**config.mk**
```make
export PLATFORM = sky130hd
export DESIGN_NAME = ccb_ctrl_bank
export DESIGN_NICKNAME = d
export VERILOG_FILES = /design/src/core/ccb_pkg.sv /design/src/core/ccb_ctrl_bank.sv /design/src/core/ccb_debounce.sv
export VERILOG_INCLUDE_DIRS = /design/src /design/src/core
export SDC_FILE = /design/constraint.sdc
export NUM_CORES = 1
export LEC_CHECK = 0
export BUFFER_PORTS_ARGS = -buffer_cell sky130_fd_sc_hd__buf_2
export CAP_MARGIN = 20
export CORE_MARGIN = 3
export CORE_UTILIZATION = 45
export DETAILED_ROUTE_END_ITERATION = 8
export PLACE_DENSITY = 0.7
export SYNTH_ARGS = -nofsm -noshare
export SYNTH_HDL_FRONTEND = slang
export SYNTH_SLANG_ARGS = --single-unit
```
**constraint.sdc**
```tcl
create_clock -name clk -period 6.7 [get_ports clk]
set_input_delay 1.005 -clock clk [delete_from_list [all_inputs] [get_ports clk]]
set_output_delay 1.005 -clock clk [all_outputs]
set_load 0.01 [all_outputs]
```
**src/core/ccb_map.svh**
```systemverilog
// Purpose: Offsets, field positions, reset values and timing counts
// Assumes: 20 MHz core clock
// Notes:   Included by the package and the design files
`ifndef CCB_MAP_SVH
`define CCB_MAP_SVH
`define CCB_CLK_KHZ        20000
`define CCB_CNT_W          27
`define CCB_CTL1_OFS       8'h3c
`define CCB_CTL2_OFS       8'h3d
`define CCB_CTL1_RST       16'h0000
`define CCB_CTL2_RST       16'h0000
// Control one fields
`define CCB_C1_CMPDB_LSB   14
`define CCB_C1_LRN_EXIT    13
`define CCB_C1_LRN_EN      12
`define CCB_C1_REV_EN      11
`define CCB_C1_AUDIO       10
`define CCB_C1_FREQ_LSB    8
`define CCB_C1_TURBO_DIS   6
`define CCB_C1_MON_DIS     5
`define CCB_C1_MON_SEL     4
`define CCB_C1_SYSPWR      3
`define CCB_C1_SW_DIS      2
`define CCB_C1_LRAIL_LSB   0
// Control two fields
`define CCB_C2_TRKL_LSB    14
`define CCB_C2_REV_DB      13
`define CCB_C2_TWO_LVL     12
`define CCB_C2_ACIN_DB     11
`define CCB_C2_HOTDB_LSB   9
`define CCB_C2_HOTW_LSB    6
`define CCB_C2_ASG_OTG     5
// Times in their own units
`define CCB_T_CMP0_US      2
`define CCB_T_CMP1_US      12
`define CCB_T_CMP2_MS      2
`define CCB_T_CMP3_S       5
`define CCB_T_LONG_MS      1300
`define CCB_T_SHORT_MS     150
`define CCB_T_HDB0_US      7
`define CCB_T_HDB1_US      100
`define CCB_T_HDB2_US      500
`define CCB_T_HDB3_MS      1
`define CCB_T_LRDB_US      10
`define CCB_T_HW0_MS       10
`define CCB_T_HW1_MS       20
`define CCB_T_HW2_MS       15
`define CCB_T_HW3_MS       5
`define CCB_T_HW4_MS       1
`define CCB_T_HW5_US       500
`define CCB_T_HW6_US       100
// Time to cycle counts
`define CCB_US(t)          ((t) * `CCB_CLK_KHZ / 1000)
`define CCB_MS(t)          ((t) * `CCB_CLK_KHZ)
`define CCB_S(t)           ((t) * `CCB_CLK_KHZ * 1000)
// Low rail thresholds in 10 mV units
`define CCB_LR_BASE        11'h258
`define CCB_LR_STEP        11'h01e
`define CCB_LR_ONECELL     11'h0f0
`endif

```
**src/core/ccb_pkg.sv**
```systemverilog
// Purpose: Types shared by the configuration bank
// Assumes: ccb_map.svh on the include path
// Notes:   One-hot bus states
`include "ccb_map.svh"
package ccb_pkg;
   // Raw pins from the power stage
   typedef struct packed {
      logic cmp_raw;
      logic battery_absent_pin;
      logic adapter_in;
      logic batt_below_min;
      logic one_cell;
      logic turbo_request;
      logic adapter_over;
      logic discharge_over;
   } ccb_pins_t;
   // Controls towards the power stage
   typedef struct packed {
      logic       comparator_out;
      logic       learn_mode;
      logic       reverse_power_mode;
      logic       audio_filter_en;
      logic [1:0] freq_override;
      logic       freq_from_program_pin;
      logic       turbo_en;
      logic       battery_switch_gate;
      logic       monitors_en;
      logic       monitor_sel_battery;
      logic       system_power_monitor_en;
      logic       switching_en;
      logic [1:0] trickle_code;
      logic       two_level_limit_en;
      logic       adapter_ok_output;
      logic       adapter_switch_gate;
      logic       processor_hot_alert;
      logic       low_rail_alert;
   } ccb_ctl_t;
   typedef enum logic [6:0] {
      ST_IDLE = 7'h01,
      ST_RX   = 7'h02,
      ST_ACKW = 7'h04,
      ST_ACK  = 7'h08,
      ST_TX   = 7'h10,
      ST_TXW  = 7'h20,
      ST_RACK = 7'h40
   } ccb_bus_st_t;
   typedef struct packed {
      logic [9:0]            s1;
      logic [9:0]            s2;
      logic                  scl_p;
      logic                  sda_p;
      ccb_bus_st_t           bst;
      logic [2:0]            bitc;
      logic [1:0]            idx;
      logic                  rw;
      logic                  hi;
      logic                  ack;
      logic                  done;
      logic [7:0]            sh;
      logic [7:0]            cmd;
      logic [7:0]            wlo;
      logic [15:0]           ctl1;
      logic [15:0]           ctl2;
      logic                  sda_oe;
      logic                  sda_o;
      logic                  exited;
      logic                  first_done;
      logic [`CCB_CNT_W-1:0] hold;
      ccb_ctl_t              out;
   } ccb_top_st_t;
   typedef struct packed {
      logic [`CCB_CNT_W-1:0] cnt;
      logic                  q;
   } ccb_db_st_t;
endpackage : ccb_pkg

```
**src/core/ccb_ctrl_bank.sv**
```systemverilog
// Purpose: Two 16-bit charger control registers on an SMBus slave
// Assumes: 20 MHz clk; SMBus clock and data are open-drain pins
// Notes:   Word access, low byte first
// Behaviour
// - Comparator debounce 2us, 12us, 2ms, 5s
// - Exit bit ends learn on low battery
// - Learn enable only with battery present
// - Control one bit 11 enables reverse power
// - Control one bit 10 enables audio filter
// - Frequency code zero keeps pin resistor setting
// - Turbo enabled with turbo request turns battery gate on
// - Monitor disable only without adapter
// - Bit 4 picks battery or adapter monitor
// - Bit 3 enables system power monitor
// - Switching disable stops converter, gate on
// - Low rail threshold code; 2.4V one-cell
// - Control two bits 15:14 trickle current
// - Reverse power enable debounce 1.3s or 150ms
// - Bit 12 enables two-level adapter limit
// - Adapter-ok debounce 1.3s or 150ms
// - Insertions use 150ms until adapter gate first falls
// - Hot alert debounce; low rail fixed
// - Hot alert minimum asserted width code
// - Adapter gate off in reverse power if set
`timescale 1ns/100ps
`default_nettype none
`include "ccb_map.svh"
module ccb_ctrl_bank #(
   parameter logic [6:0] SLAVE_ADDR = 7'h2a, // Arbitrary value
   parameter int N_CMP2 = `CCB_MS(`CCB_T_CMP2_MS),
   parameter int N_CMP3 = `CCB_S(`CCB_T_CMP3_S),
   parameter int N_LONG = `CCB_MS(`CCB_T_LONG_MS),
   parameter int N_SHRT = `CCB_MS(`CCB_T_SHORT_MS),
   parameter int N_HDB2 = `CCB_US(`CCB_T_HDB2_US),
   parameter int N_HDB3 = `CCB_MS(`CCB_T_HDB3_MS),
   parameter int N_HW0  = `CCB_MS(`CCB_T_HW0_MS),
   parameter int N_HW1  = `CCB_MS(`CCB_T_HW1_MS),
   parameter int N_HW2  = `CCB_MS(`CCB_T_HW2_MS),
   parameter int N_HW3  = `CCB_MS(`CCB_T_HW3_MS),
   parameter int N_HW4  = `CCB_MS(`CCB_T_HW4_MS),
   parameter int N_HW5  = `CCB_US(`CCB_T_HW5_US)
) (
   input  wire logic              clk,
   input  wire logic              rst_n,
   input  wire logic              ce,
   input  wire logic              scl_in,
   input  wire logic              sda_in,
   output logic                   sda_o,
   output logic                   sda_oe,
   input  wire ccb_pkg::ccb_pins_t pin_in,
   input  wire logic [10:0]       rail_level,
   output ccb_pkg::ccb_ctl_t      ctl_out
);
   localparam int CW = `CCB_CNT_W;
   localparam logic [CW-1:0] ONE = CW'(1);

   if (N_CMP3 >= 2**CW || N_LONG >= 2**CW || N_CMP2 < 1 || N_SHRT < 1) begin : g_bad_count
      $error("ccb_ctrl_bank: count parameter out of range");
   end

   ccb_pkg::ccb_top_st_t r;
   ccb_pkg::ccb_top_st_t n;
   ccb_pkg::ccb_pins_t   pin_s;
   logic [CW-1:0]        cmp_lim;
   logic [CW-1:0]        adapter_ok_output_lim;
   logic [CW-1:0]        otg_lim;
   logic [CW-1:0]        hot_lim;
   logic [10:0]          lr_thr;
   logic                 cmp_q;
   logic                 adapter_ok_output_q;
   logic                 otg_q;
   logic                 hac_q;
   logic                 hdc_q;
   logic                 lr_q;

   // Read word selected by command code
   function automatic logic [15:0] rd_word(input logic [7:0] c,
                                           input logic [15:0] a,
                                           input logic [15:0] b);
      if (c == `CCB_CTL1_OFS)
         rd_word = a;
      else if (c == `CCB_CTL2_OFS)
         rd_word = b;
      else
         rd_word = 16'h0000;
   endfunction : rd_word

   // Minimum asserted width of the hot alert
   function automatic logic [CW-1:0] hot_width(input logic [2:0] code);
      case (code)
         3'h0:    hot_width = CW'(N_HW0);
         3'h1:    hot_width = CW'(N_HW1);
         3'h2:    hot_width = CW'(N_HW2);
         3'h3:    hot_width = CW'(N_HW3);
         3'h4:    hot_width = CW'(N_HW4);
         3'h5:    hot_width = CW'(N_HW5);
         3'h6:    hot_width = CW'(`CCB_US(`CCB_T_HW6_US));
         default: hot_width = '0;
      endcase
   endfunction : hot_width

   ////////////////////////////////////////////////////////////////////
   // Debounce limits from register fields
   assign pin_s = r.s2[7:0];
   always_comb begin
      case (r.ctl1[`CCB_C1_CMPDB_LSB +: 2])
         2'h0:    cmp_lim = CW'(`CCB_US(`CCB_T_CMP0_US));
         2'h1:    cmp_lim = CW'(`CCB_US(`CCB_T_CMP1_US));
         2'h2:    cmp_lim = CW'(N_CMP2);
         default: cmp_lim = CW'(N_CMP3);
      endcase
      case (r.ctl2[`CCB_C2_HOTDB_LSB +: 2])
         2'h0:    hot_lim = CW'(`CCB_US(`CCB_T_HDB0_US));
         2'h1:    hot_lim = CW'(`CCB_US(`CCB_T_HDB1_US));
         2'h2:    hot_lim = CW'(N_HDB2);
         default: hot_lim = CW'(N_HDB3);
      endcase
      // Short until the adapter gate first falls after reset, or when bit set
      if (!r.first_done || r.ctl2[`CCB_C2_ACIN_DB])
         adapter_ok_output_lim = CW'(N_SHRT);
      else
         adapter_ok_output_lim = CW'(N_LONG);
      otg_lim = r.ctl2[`CCB_C2_REV_DB] ? CW'(N_SHRT) : CW'(N_LONG);
      // Low rail threshold, 10 mV units
      if (pin_s.one_cell)
         lr_thr = `CCB_LR_ONECELL;
      else
         lr_thr = `CCB_LR_BASE + 11'(`CCB_LR_STEP * r.ctl1[`CCB_C1_LRAIL_LSB +: 2]);
   end

   ////////////////////////////////////////////////////////////////////
   // Debounce timers
   ccb_debounce u_cmp (.clk(clk), .rst_n(rst_n), .ce(ce), .lvl(pin_s.cmp_raw),
                       .limit(cmp_lim), .q(cmp_q));
   ccb_debounce u_adapter_ok_output (.clk(clk), .rst_n(rst_n), .ce(ce), .lvl(pin_s.adapter_in),
                        .limit(adapter_ok_output_lim), .q(adapter_ok_output_q));
   ccb_debounce u_otg (.clk(clk), .rst_n(rst_n), .ce(ce),
                       .lvl(r.ctl1[`CCB_C1_REV_EN]), .limit(otg_lim), .q(otg_q));
   ccb_debounce u_hac (.clk(clk), .rst_n(rst_n), .ce(ce), .lvl(pin_s.adapter_over),
                       .limit(hot_lim), .q(hac_q));
   ccb_debounce u_hdc (.clk(clk), .rst_n(rst_n), .ce(ce), .lvl(pin_s.discharge_over),
                       .limit(hot_lim), .q(hdc_q));
   ccb_debounce u_lr (.clk(clk), .rst_n(rst_n), .ce(ce), .lvl(rail_level < lr_thr),
                      .limit(CW'(`CCB_US(`CCB_T_LRDB_US))), .q(lr_q));

   ////////////////////////////////////////////////////////////////////
   // Next state: bus slave and control outputs
   always_comb begin
      logic       rise;
      logic       fall;
      logic       start;
      logic       stop;
      logic [7:0] b;
      logic [15:0] word;
      logic       below;
      logic       src;
      n     = r;
      b     = {r.sh[6:0], r.s2[8]};
      word  = rd_word(r.cmd, r.ctl1, r.ctl2);
      below = 1'b0;
      src   = 1'b0;
      rise  = r.s2[9] & ~r.scl_p;
      fall  = ~r.s2[9] & r.scl_p;
      start = r.s2[9] & r.scl_p & r.sda_p & ~r.s2[8];
      stop  = r.s2[9] & r.scl_p & ~r.sda_p & r.s2[8];
      // Pin synchronisers
      n.s1    = {scl_in, sda_in, pin_in};
      n.s2    = r.s1;
      n.scl_p = r.s2[9];
      n.sda_p = r.s2[8];
      if (start) begin
         n.bst    = ccb_pkg::ST_RX;
         n.bitc   = 3'h0;
         n.idx    = 2'h0;
         n.done   = 1'b0;
         n.sda_oe = 1'b0;
      end else if (stop) begin
         n.bst    = ccb_pkg::ST_IDLE;
         n.sda_oe = 1'b0;
      end else begin
         case (r.bst)
            ccb_pkg::ST_RX: begin
               if (rise) begin
                  n.sh   = b;
                  n.bitc = r.bitc + 3'h1;
                  if (r.bitc == 3'h7) begin
                     n.bst = ccb_pkg::ST_ACKW;
                     case (r.idx)
                        2'h0: begin
                           n.ack = (b[7:1] == SLAVE_ADDR);
                           n.rw  = b[0];
                           n.hi  = 1'b0;
                        end
                        2'h1: begin
                           n.cmd = b;
                           n.ack = (b == `CCB_CTL1_OFS) || (b == `CCB_CTL2_OFS);
                        end
                        2'h2: begin
                           n.wlo = b;
                           n.ack = 1'b1;
                        end
                        default: begin
                           // Word completes on the high byte
                           n.ack  = !r.done;
                           n.done = 1'b1;
                           if (!r.done && r.cmd == `CCB_CTL1_OFS)
                              n.ctl1 = {b, r.wlo};
                           if (!r.done && r.cmd == `CCB_CTL2_OFS)
                              n.ctl2 = {b, r.wlo};
                        end
                     endcase
                  end
               end
            end
            ccb_pkg::ST_ACKW: begin
               if (fall) begin
                  n.sda_oe = r.ack;
                  n.bst    = r.ack ? ccb_pkg::ST_ACK : ccb_pkg::ST_IDLE;
               end
            end
            ccb_pkg::ST_ACK: begin
               if (fall) begin
                  n.bitc = 3'h0;
                  if (r.rw) begin
                     n.sh     = r.hi ? word[15:8] : word[7:0];
                     n.sda_oe = ~n.sh[7];
                     n.bst    = ccb_pkg::ST_TX;
                  end else begin
                     n.sda_oe = 1'b0;
                     n.idx    = (r.idx == 2'h3) ? 2'h3 : r.idx + 2'h1;
                     n.bst    = ccb_pkg::ST_RX;
                  end
               end
            end
            ccb_pkg::ST_TX: begin
               if (rise) begin
                  n.bitc = r.bitc + 3'h1;
                  if (r.bitc == 3'h7)
                     n.bst = ccb_pkg::ST_TXW;
               end else if (fall) begin
                  n.sh     = {r.sh[6:0], 1'b0};
                  n.sda_oe = ~r.sh[6];
               end
            end
            ccb_pkg::ST_TXW: begin
               if (fall) begin
                  n.sda_oe = 1'b0;
                  n.bst    = ccb_pkg::ST_RACK;
               end
            end
            ccb_pkg::ST_RACK: begin
               if (rise) begin
                  // Master ack after low byte sends high byte
                  if (!r.s2[8] && !r.hi) begin
                     n.hi  = 1'b1;
                     n.bst = ccb_pkg::ST_ACK;
                  end else begin
                     n.bst = ccb_pkg::ST_IDLE;
                  end
               end
            end
            default: begin
               n.bst    = ccb_pkg::ST_IDLE;
               n.sda_oe = 1'b0;
            end
         endcase
      end
      n.sda_o = 1'b0;

      // Learn mode with sticky exit on low battery
      below = r.ctl1[`CCB_C1_LRN_EXIT] & pin_s.batt_below_min;
      if (!r.ctl1[`CCB_C1_LRN_EN])
         n.exited = 1'b0;
      else if (below)
         n.exited = 1'b1;
      n.out.learn_mode = r.ctl1[`CCB_C1_LRN_EN] & ~pin_s.battery_absent_pin
                         & ~below & ~r.exited;

      // Hot alert with minimum width
      src = hac_q | hdc_q | lr_q;
      if (src)
         n.hold = hot_width(r.ctl2[`CCB_C2_HOTW_LSB +: 3]);
      else if (r.hold != '0)
         n.hold = r.hold - ONE;
      n.out.processor_hot_alert = src | (n.hold != '0);
      n.out.low_rail_alert      = lr_q;

      // Straight configuration outputs
      n.out.comparator_out          = cmp_q;
      n.out.reverse_power_mode      = otg_q;
      n.out.audio_filter_en         = r.ctl1[`CCB_C1_AUDIO];
      n.out.freq_override           = r.ctl1[`CCB_C1_FREQ_LSB +: 2];
      n.out.freq_from_program_pin   = (r.ctl1[`CCB_C1_FREQ_LSB +: 2] == 2'h0);
      n.out.turbo_en                = ~r.ctl1[`CCB_C1_TURBO_DIS];
      n.out.switching_en            = ~r.ctl1[`CCB_C1_SW_DIS];
      n.out.monitors_en             = adapter_ok_output_q | ~r.ctl1[`CCB_C1_MON_DIS];
      n.out.monitor_sel_battery     = r.ctl1[`CCB_C1_MON_SEL];
      n.out.system_power_monitor_en = r.ctl1[`CCB_C1_SYSPWR];
      n.out.trickle_code            = r.ctl2[`CCB_C2_TRKL_LSB +: 2];
      n.out.two_level_limit_en      = r.ctl2[`CCB_C2_TWO_LVL];
      n.out.adapter_ok_output       = adapter_ok_output_q;
      // Battery gate: switching off, turbo, or battery only
      n.out.battery_switch_gate = r.ctl1[`CCB_C1_SW_DIS]
                                  | (~r.ctl1[`CCB_C1_TURBO_DIS] & pin_s.turbo_request)
                                  | ~adapter_ok_output_q;
      // Adapter gate; reverse power keeps it on unless bit set
      n.out.adapter_switch_gate = adapter_ok_output_q
                                  | (otg_q & ~r.ctl2[`CCB_C2_ASG_OTG]);
      n.first_done = r.first_done
                     | (r.out.adapter_switch_gate & ~n.out.adapter_switch_gate);
   end

   // State register, frozen while ce is low
   always_ff @(posedge clk or negedge rst_n) begin
      if (!rst_n) begin
         r      <= '0;
         r.bst  <= ccb_pkg::ST_IDLE;
         r.ctl1 <= `CCB_CTL1_RST;
         r.ctl2 <= `CCB_CTL2_RST;
      end else if (ce) begin
         r <= n;
      end
   end

   assign sda_o   = r.sda_o;
   assign sda_oe  = r.sda_oe;
   assign ctl_out = r.out;

   ////////////////////////////////////////////////////////////////////
   // Checks
   a_learn_gate : assert property (@(posedge clk) disable iff (!rst_n)
      $rose(ctl_out.learn_mode) |-> $past(r.ctl1[`CCB_C1_LRN_EN])
                                    && !$past(pin_s.battery_absent_pin))
      else $error("learn mode entered without enable or battery");
   a_monitor_force : assert property (@(posedge clk) disable iff (!rst_n)
      $past(ce && adapter_ok_output_q) |-> ctl_out.monitors_en)
      else $error("monitors off with adapter present");
   a_switch_off : assert property (@(posedge clk) disable iff (!rst_n)
      $past(ce && r.ctl1[`CCB_C1_SW_DIS]) |-> !ctl_out.switching_en
                                             && ctl_out.battery_switch_gate)
      else $error("switching disable not applied");
   a_hot_hold : assert property (@(posedge clk) disable iff (!rst_n)
      ce && r.hold > ONE |=> ctl_out.processor_hot_alert)
      else $error("hot alert released before minimum width");
   a_otg_gate : assert property (@(posedge clk) disable iff (!rst_n)
      $past(ce && otg_q && !adapter_ok_output_q) |->
         ctl_out.adapter_switch_gate == !$past(r.ctl2[`CCB_C2_ASG_OTG]))
      else $error("adapter gate wrong in reverse power");
   a_word_write : assert property (@(posedge clk) disable iff (!rst_n)
      $changed(r.ctl1) |-> $past(r.bst == ccb_pkg::ST_RX && r.idx == 2'h3
                                 && r.cmd == `CCB_CTL1_OFS))
      else $error("control one changed outside a word write");
   a_first_plug : assert property (@(posedge clk) disable iff (!rst_n)
      $rose(adapter_ok_output_q) && !r.first_done |-> $past(u_adapter_ok_output.r.cnt) == CW'(N_SHRT))
      else $error("first insertion not using short debounce");
   a_freq_pass : assert property (@(posedge clk) disable iff (!rst_n)
      $past(ce && rst_n) |-> ctl_out.freq_from_program_pin
                    == ($past(r.ctl1[`CCB_C1_FREQ_LSB +: 2]) == 2'h0))
      else $error("program pin frequency flag wrong");
endmodule : ccb_ctrl_bank
`default_nettype wire

```
**src/core/ccb_debounce.sv**
```systemverilog
// Purpose: Assertion debounce: output rises after level held limit cycles
// Assumes: Level already in the clk domain
// Notes:   Falls at once when the level drops
`timescale 1ns/100ps
`default_nettype none
`include "ccb_map.svh"
module ccb_debounce (
   input  wire logic                  clk,
   input  wire logic                  rst_n,
   input  wire logic                  ce,
   input  wire logic                  lvl,
   input  wire logic [`CCB_CNT_W-1:0] limit,
   output logic                       q
);
   ccb_pkg::ccb_db_st_t r;
   ccb_pkg::ccb_db_st_t n;

   ////////////////////////////////////////////////////////////////////
   // Count while high, clear on low
   always_comb begin
      n = r;
      if (!lvl) begin
         n.cnt = '0;
         n.q   = 1'b0;
      end else if (r.cnt >= limit) begin
         n.q = 1'b1;
      end else begin
         n.cnt = r.cnt + `CCB_CNT_W'(1);
      end
   end

   // State register, frozen while ce is low
   always_ff @(posedge clk or negedge rst_n) begin
      if (!rst_n) begin
         r <= '0;
      end else if (ce) begin
         r <= n;
      end
   end

   assign q = r.q;

   a_deb_rise : assert property (@(posedge clk) disable iff (!rst_n)
      ce && lvl && !r.q && r.cnt >= limit |=> q)
      else $error("debounce did not assert at its limit");
   a_deb_cause : assert property (@(posedge clk) disable iff (!rst_n)
      $rose(q) |-> $past(lvl) && $past(r.cnt) >= $past(limit))
      else $error("debounce asserted early");
endmodule : ccb_debounce
`default_nettype wire

```
==> reports/metrics.yaml <==
clocking:
  ctsResizeCount: 0
  cts_tree: "yes"
  insertion_delay_ns: 0.54
  path_clk_slew_ns: 0.06
  h-tree-depth: 2
  numCtsBuffers: 35
  clockBufferDepth: 3
  postCtsSetupRepairBufs: 0
  cts_sinks: 311
  postCtsHoldBufs: 0
  cts_root_buf: "clkbuf_16"
logic_synthesis:
  synth_area_leaders: "dfrtp_1, ha_1, mux2_2"
  synth_compound_area_share_pct: 11.8
  synth.area.mux_share_pct: 7.22
  synth_top_area_share_pct: 44.8
  synth-seq-cells: 311
  synth-seq-area-share_pct: 44.9
  synth_cell_types: 80
  postSynthAreaPerCell_um2: 9.77
  netlist_top_cells_count: "dfrtp_1, nor2_1, nand2_1"
  synth_nets: 1898
  ys_async_sr_fraction_pct: 100
  yosysMostFrequentCell: "dfrtp_1"
  ys.warnings.count: 0
  synth-xor-area-share_pct: 3.69
  synth-adder-area-share_pct: 7.22
  synth-simple-area-share_pct: 21.1
  syn-cell-area_mm2: 0.0173
  synthFlopType: "dfrtp_1"
  synth_edf_count: 0
  synth_top_family_by_area: "simple AND/OR/NAND/NOR gates"
  postSynthCellCount: 1774
  synth_top_cell_by_area: "dfrtp_1"
worst_hold_path:
  min_path_type: "register to register"
cells_and_area:
  final_layout_size_suffix_gt1_share_pct: 12.5
  diodes: 0
  nFillCells: 3507
  nets: 1904
  syn_to_final_growth_pct: 10.1
setup_path:
  reg2reg_slack_ns: 2.60
  critPathKind: "register to register"
  worstPathArrival_ns: 4.56
  critPathCaptureType: "register"
  critPathMaxFanout: 20
  crit_required_ns: 7.16
  start_kind: "register"
pwr:
  power.leakage_nw: 8.63
  swShare_pct: 26.6
  combPwrFrac_pct: 11.3
  power_density_mw_per_mm2: 241
  finalPower_mw: 4.60
  p_seq_share_pct: 45.7
  switchingPower_mw: 1.23
  clockPowerShare_pct: 43.0
  vdd_drop_max_mv: 0.200
  p_int_mw: 3.38
status:
  outcome: "finished clean"
timing:
  slew_headroom_pct: 34.6
  finalCriticalPeriod_ns: 4.10
  fmax_mhz: 244
  period_share_pct: 61.2
  finalClockSkew_ns: 0.0300
  worst_pin_slew_ns: 0.980
  finalSetupViolCount: 0
  rsz0062_at_grt: "false"
  finalWorstSetupSlack_ns: 2.60
  setup_tns_ns: 0
  final_hold_viol_count: 0
  drv_slew: 0
detailed_routing:
  wl_per_cell_um: 16.5
  drtIter0Drc: 919
  drc: 0
  firstDrtPassIters: 5
  viasPerCell: 5.72
  drt-total-wl_mm: 38.3
  num_vias: 13200
  ant_nets: 0
run:
  max_cap_viol_count: 0
placed_design:
  gp_congestion: 0.870
  post-place-ws_ns: 2.65
  hpwl_mm: 26.1
  io_buffers: 43
global_route:
  antenna_found_initial: 0
  grt_pass1_vias: 13000
  globalRouteOverflowTotal: 0
  grt_max_degree: 124
  grt_first_pass_wirelength_mm: 64.8
  grt_usage_pct: 18.7
floorplan:
  std_cell_rows: 71
  io_pins: 46
  die_w_um: 202
  initial_core_util_pct: 45.8
  coreArea_mm2: 0.0378
  die_h_um: 202
  dieArea_mm2: 0.0409
-- registers in the layout, summed over array words and instances, names as in the netlist, 8 cells and up --
name                   cells
u_adapter_ok_output.r     27
r                         94
u_hac.r                   27
n                         20
u_cmp.r                   27
pin_s                      8
ctl_out                   20
u_lr.r                    27
u_otg.r                   27
u_hdc.r                   27
-- critical path: stages, from the launching register on --
cell	delay, ns
dfrtp_1	0.45
ha_1	0.24
inv_1	0.32
o21ai_0	0.16
ha_1	0.32
nand3_1	0.11
nor4_1	0.06
nand2_1	0.08
nor4_1	0.05
a211oi_1	0.70
nand3_1	0.72
or4_1	0.70
nand2_1	0.11
-- metrics by stage --
step | std cells | utilization, % | hold slack [ns] | instance area (um2)
global placement | 2254 | 47.3 | 0.453 | 17900
floorplan | 1774 | - | 0.437 | 17300
finish | 2317 | 50.4 | 0.475 | 19100
global route | 2317 | 50.4 | 0.485 | 19100
detailed placement | 2254 | 47.3 | 0.461 | 17900
CTS | 2317 | 50.4 | 0.475 | 19100
-- per-layer routing --
| layer | share of wire [%] | global-route usage (%) |
|---|---|---|
| met1 | 47 | 26.5 |
| met2 | 46 | 30.1 |
| met3 | 4.6 | 2.87 |
| met4 | 2.0 | 4.92 |
| met5 | 0 | 0 |
-- power by group through the flow --
stage	clock network, mW	registers, mW	logic (mW)
after global routing	2.10	2.12	0.590
after floorplan	0	2.08	0.411
after global placement	0	2.13	0.502
after detailed placement	0	2.14	0.519
after CTS	2.03	2.10	0.522
final	1.98	2.11	0.521
-- layout make-up --
type / instances / area (um2) / area share [%]
multi-input cells: 1306 / 8850 / 46.4
clock inverters: 14 / 210 / 1.10
flip-flops and latches: 311 / 7780 / 40.8
repair buffers: 57 / 345 / 1.81
well taps: 511 / 639 / 3.35
inverters: 69 / 259 / 1.36
clock buffers: 49 / 988 / 5.18
-- placed cells by master (no fill, tap or decap), types with 17 or more instances in the layout --
master,count
or4_1,24
nor3_1,54
a21oi_1,86
inv_1,69
nand4_1,42
ha_1,100
and2_1,25
or3_1,37
mux2_2,88
buf_2,41
nand2b_1,19
nor4_1,29
o31ai_1,17
o211ai_1,24
o21ai_0,88
dfrtp_1,310
nand3_1,63
nor2b_1,38
nor2_1,151
and3_1,31
clkbuf_16,35
xor2_1,26
nand2_1,149
xnor2_1,47
-- final timing paths --
check,startpoint,to,cells after the start
worst min register to register,r[47]$_DFFE_PN0P_,r[47]$_DFFE_PN0P_,1
worst max-delay path,r[81]$_DFFE_PN0P_,u_cmp.r[4]$_DFFE_PN0P_,12
worst max register to register,r[81]$_DFFE_PN0P_,u_cmp.r[4]$_DFFE_PN0P_,12
worst min-delay path,r[47]$_DFFE_PN0P_,r[47]$_DFFE_PN0P_,1
max in group asynchronous,rst_n,u_lr.r[3]$_DFFE_PN0P_,2
min in group asynchronous,rst_n,u_adapter_ok_output.r[14]$_DFFE_PN0P_,1
-- kinds of logic after synthesis --
logic type | Yosys count
xor+xnor | 73
flops | 311
mux | 104
other cells | 1
simple gates | 704
buf+inv | 157
compound gates | 324
fa+ha+maj | 100
Power figures use the tool's default switching activity.
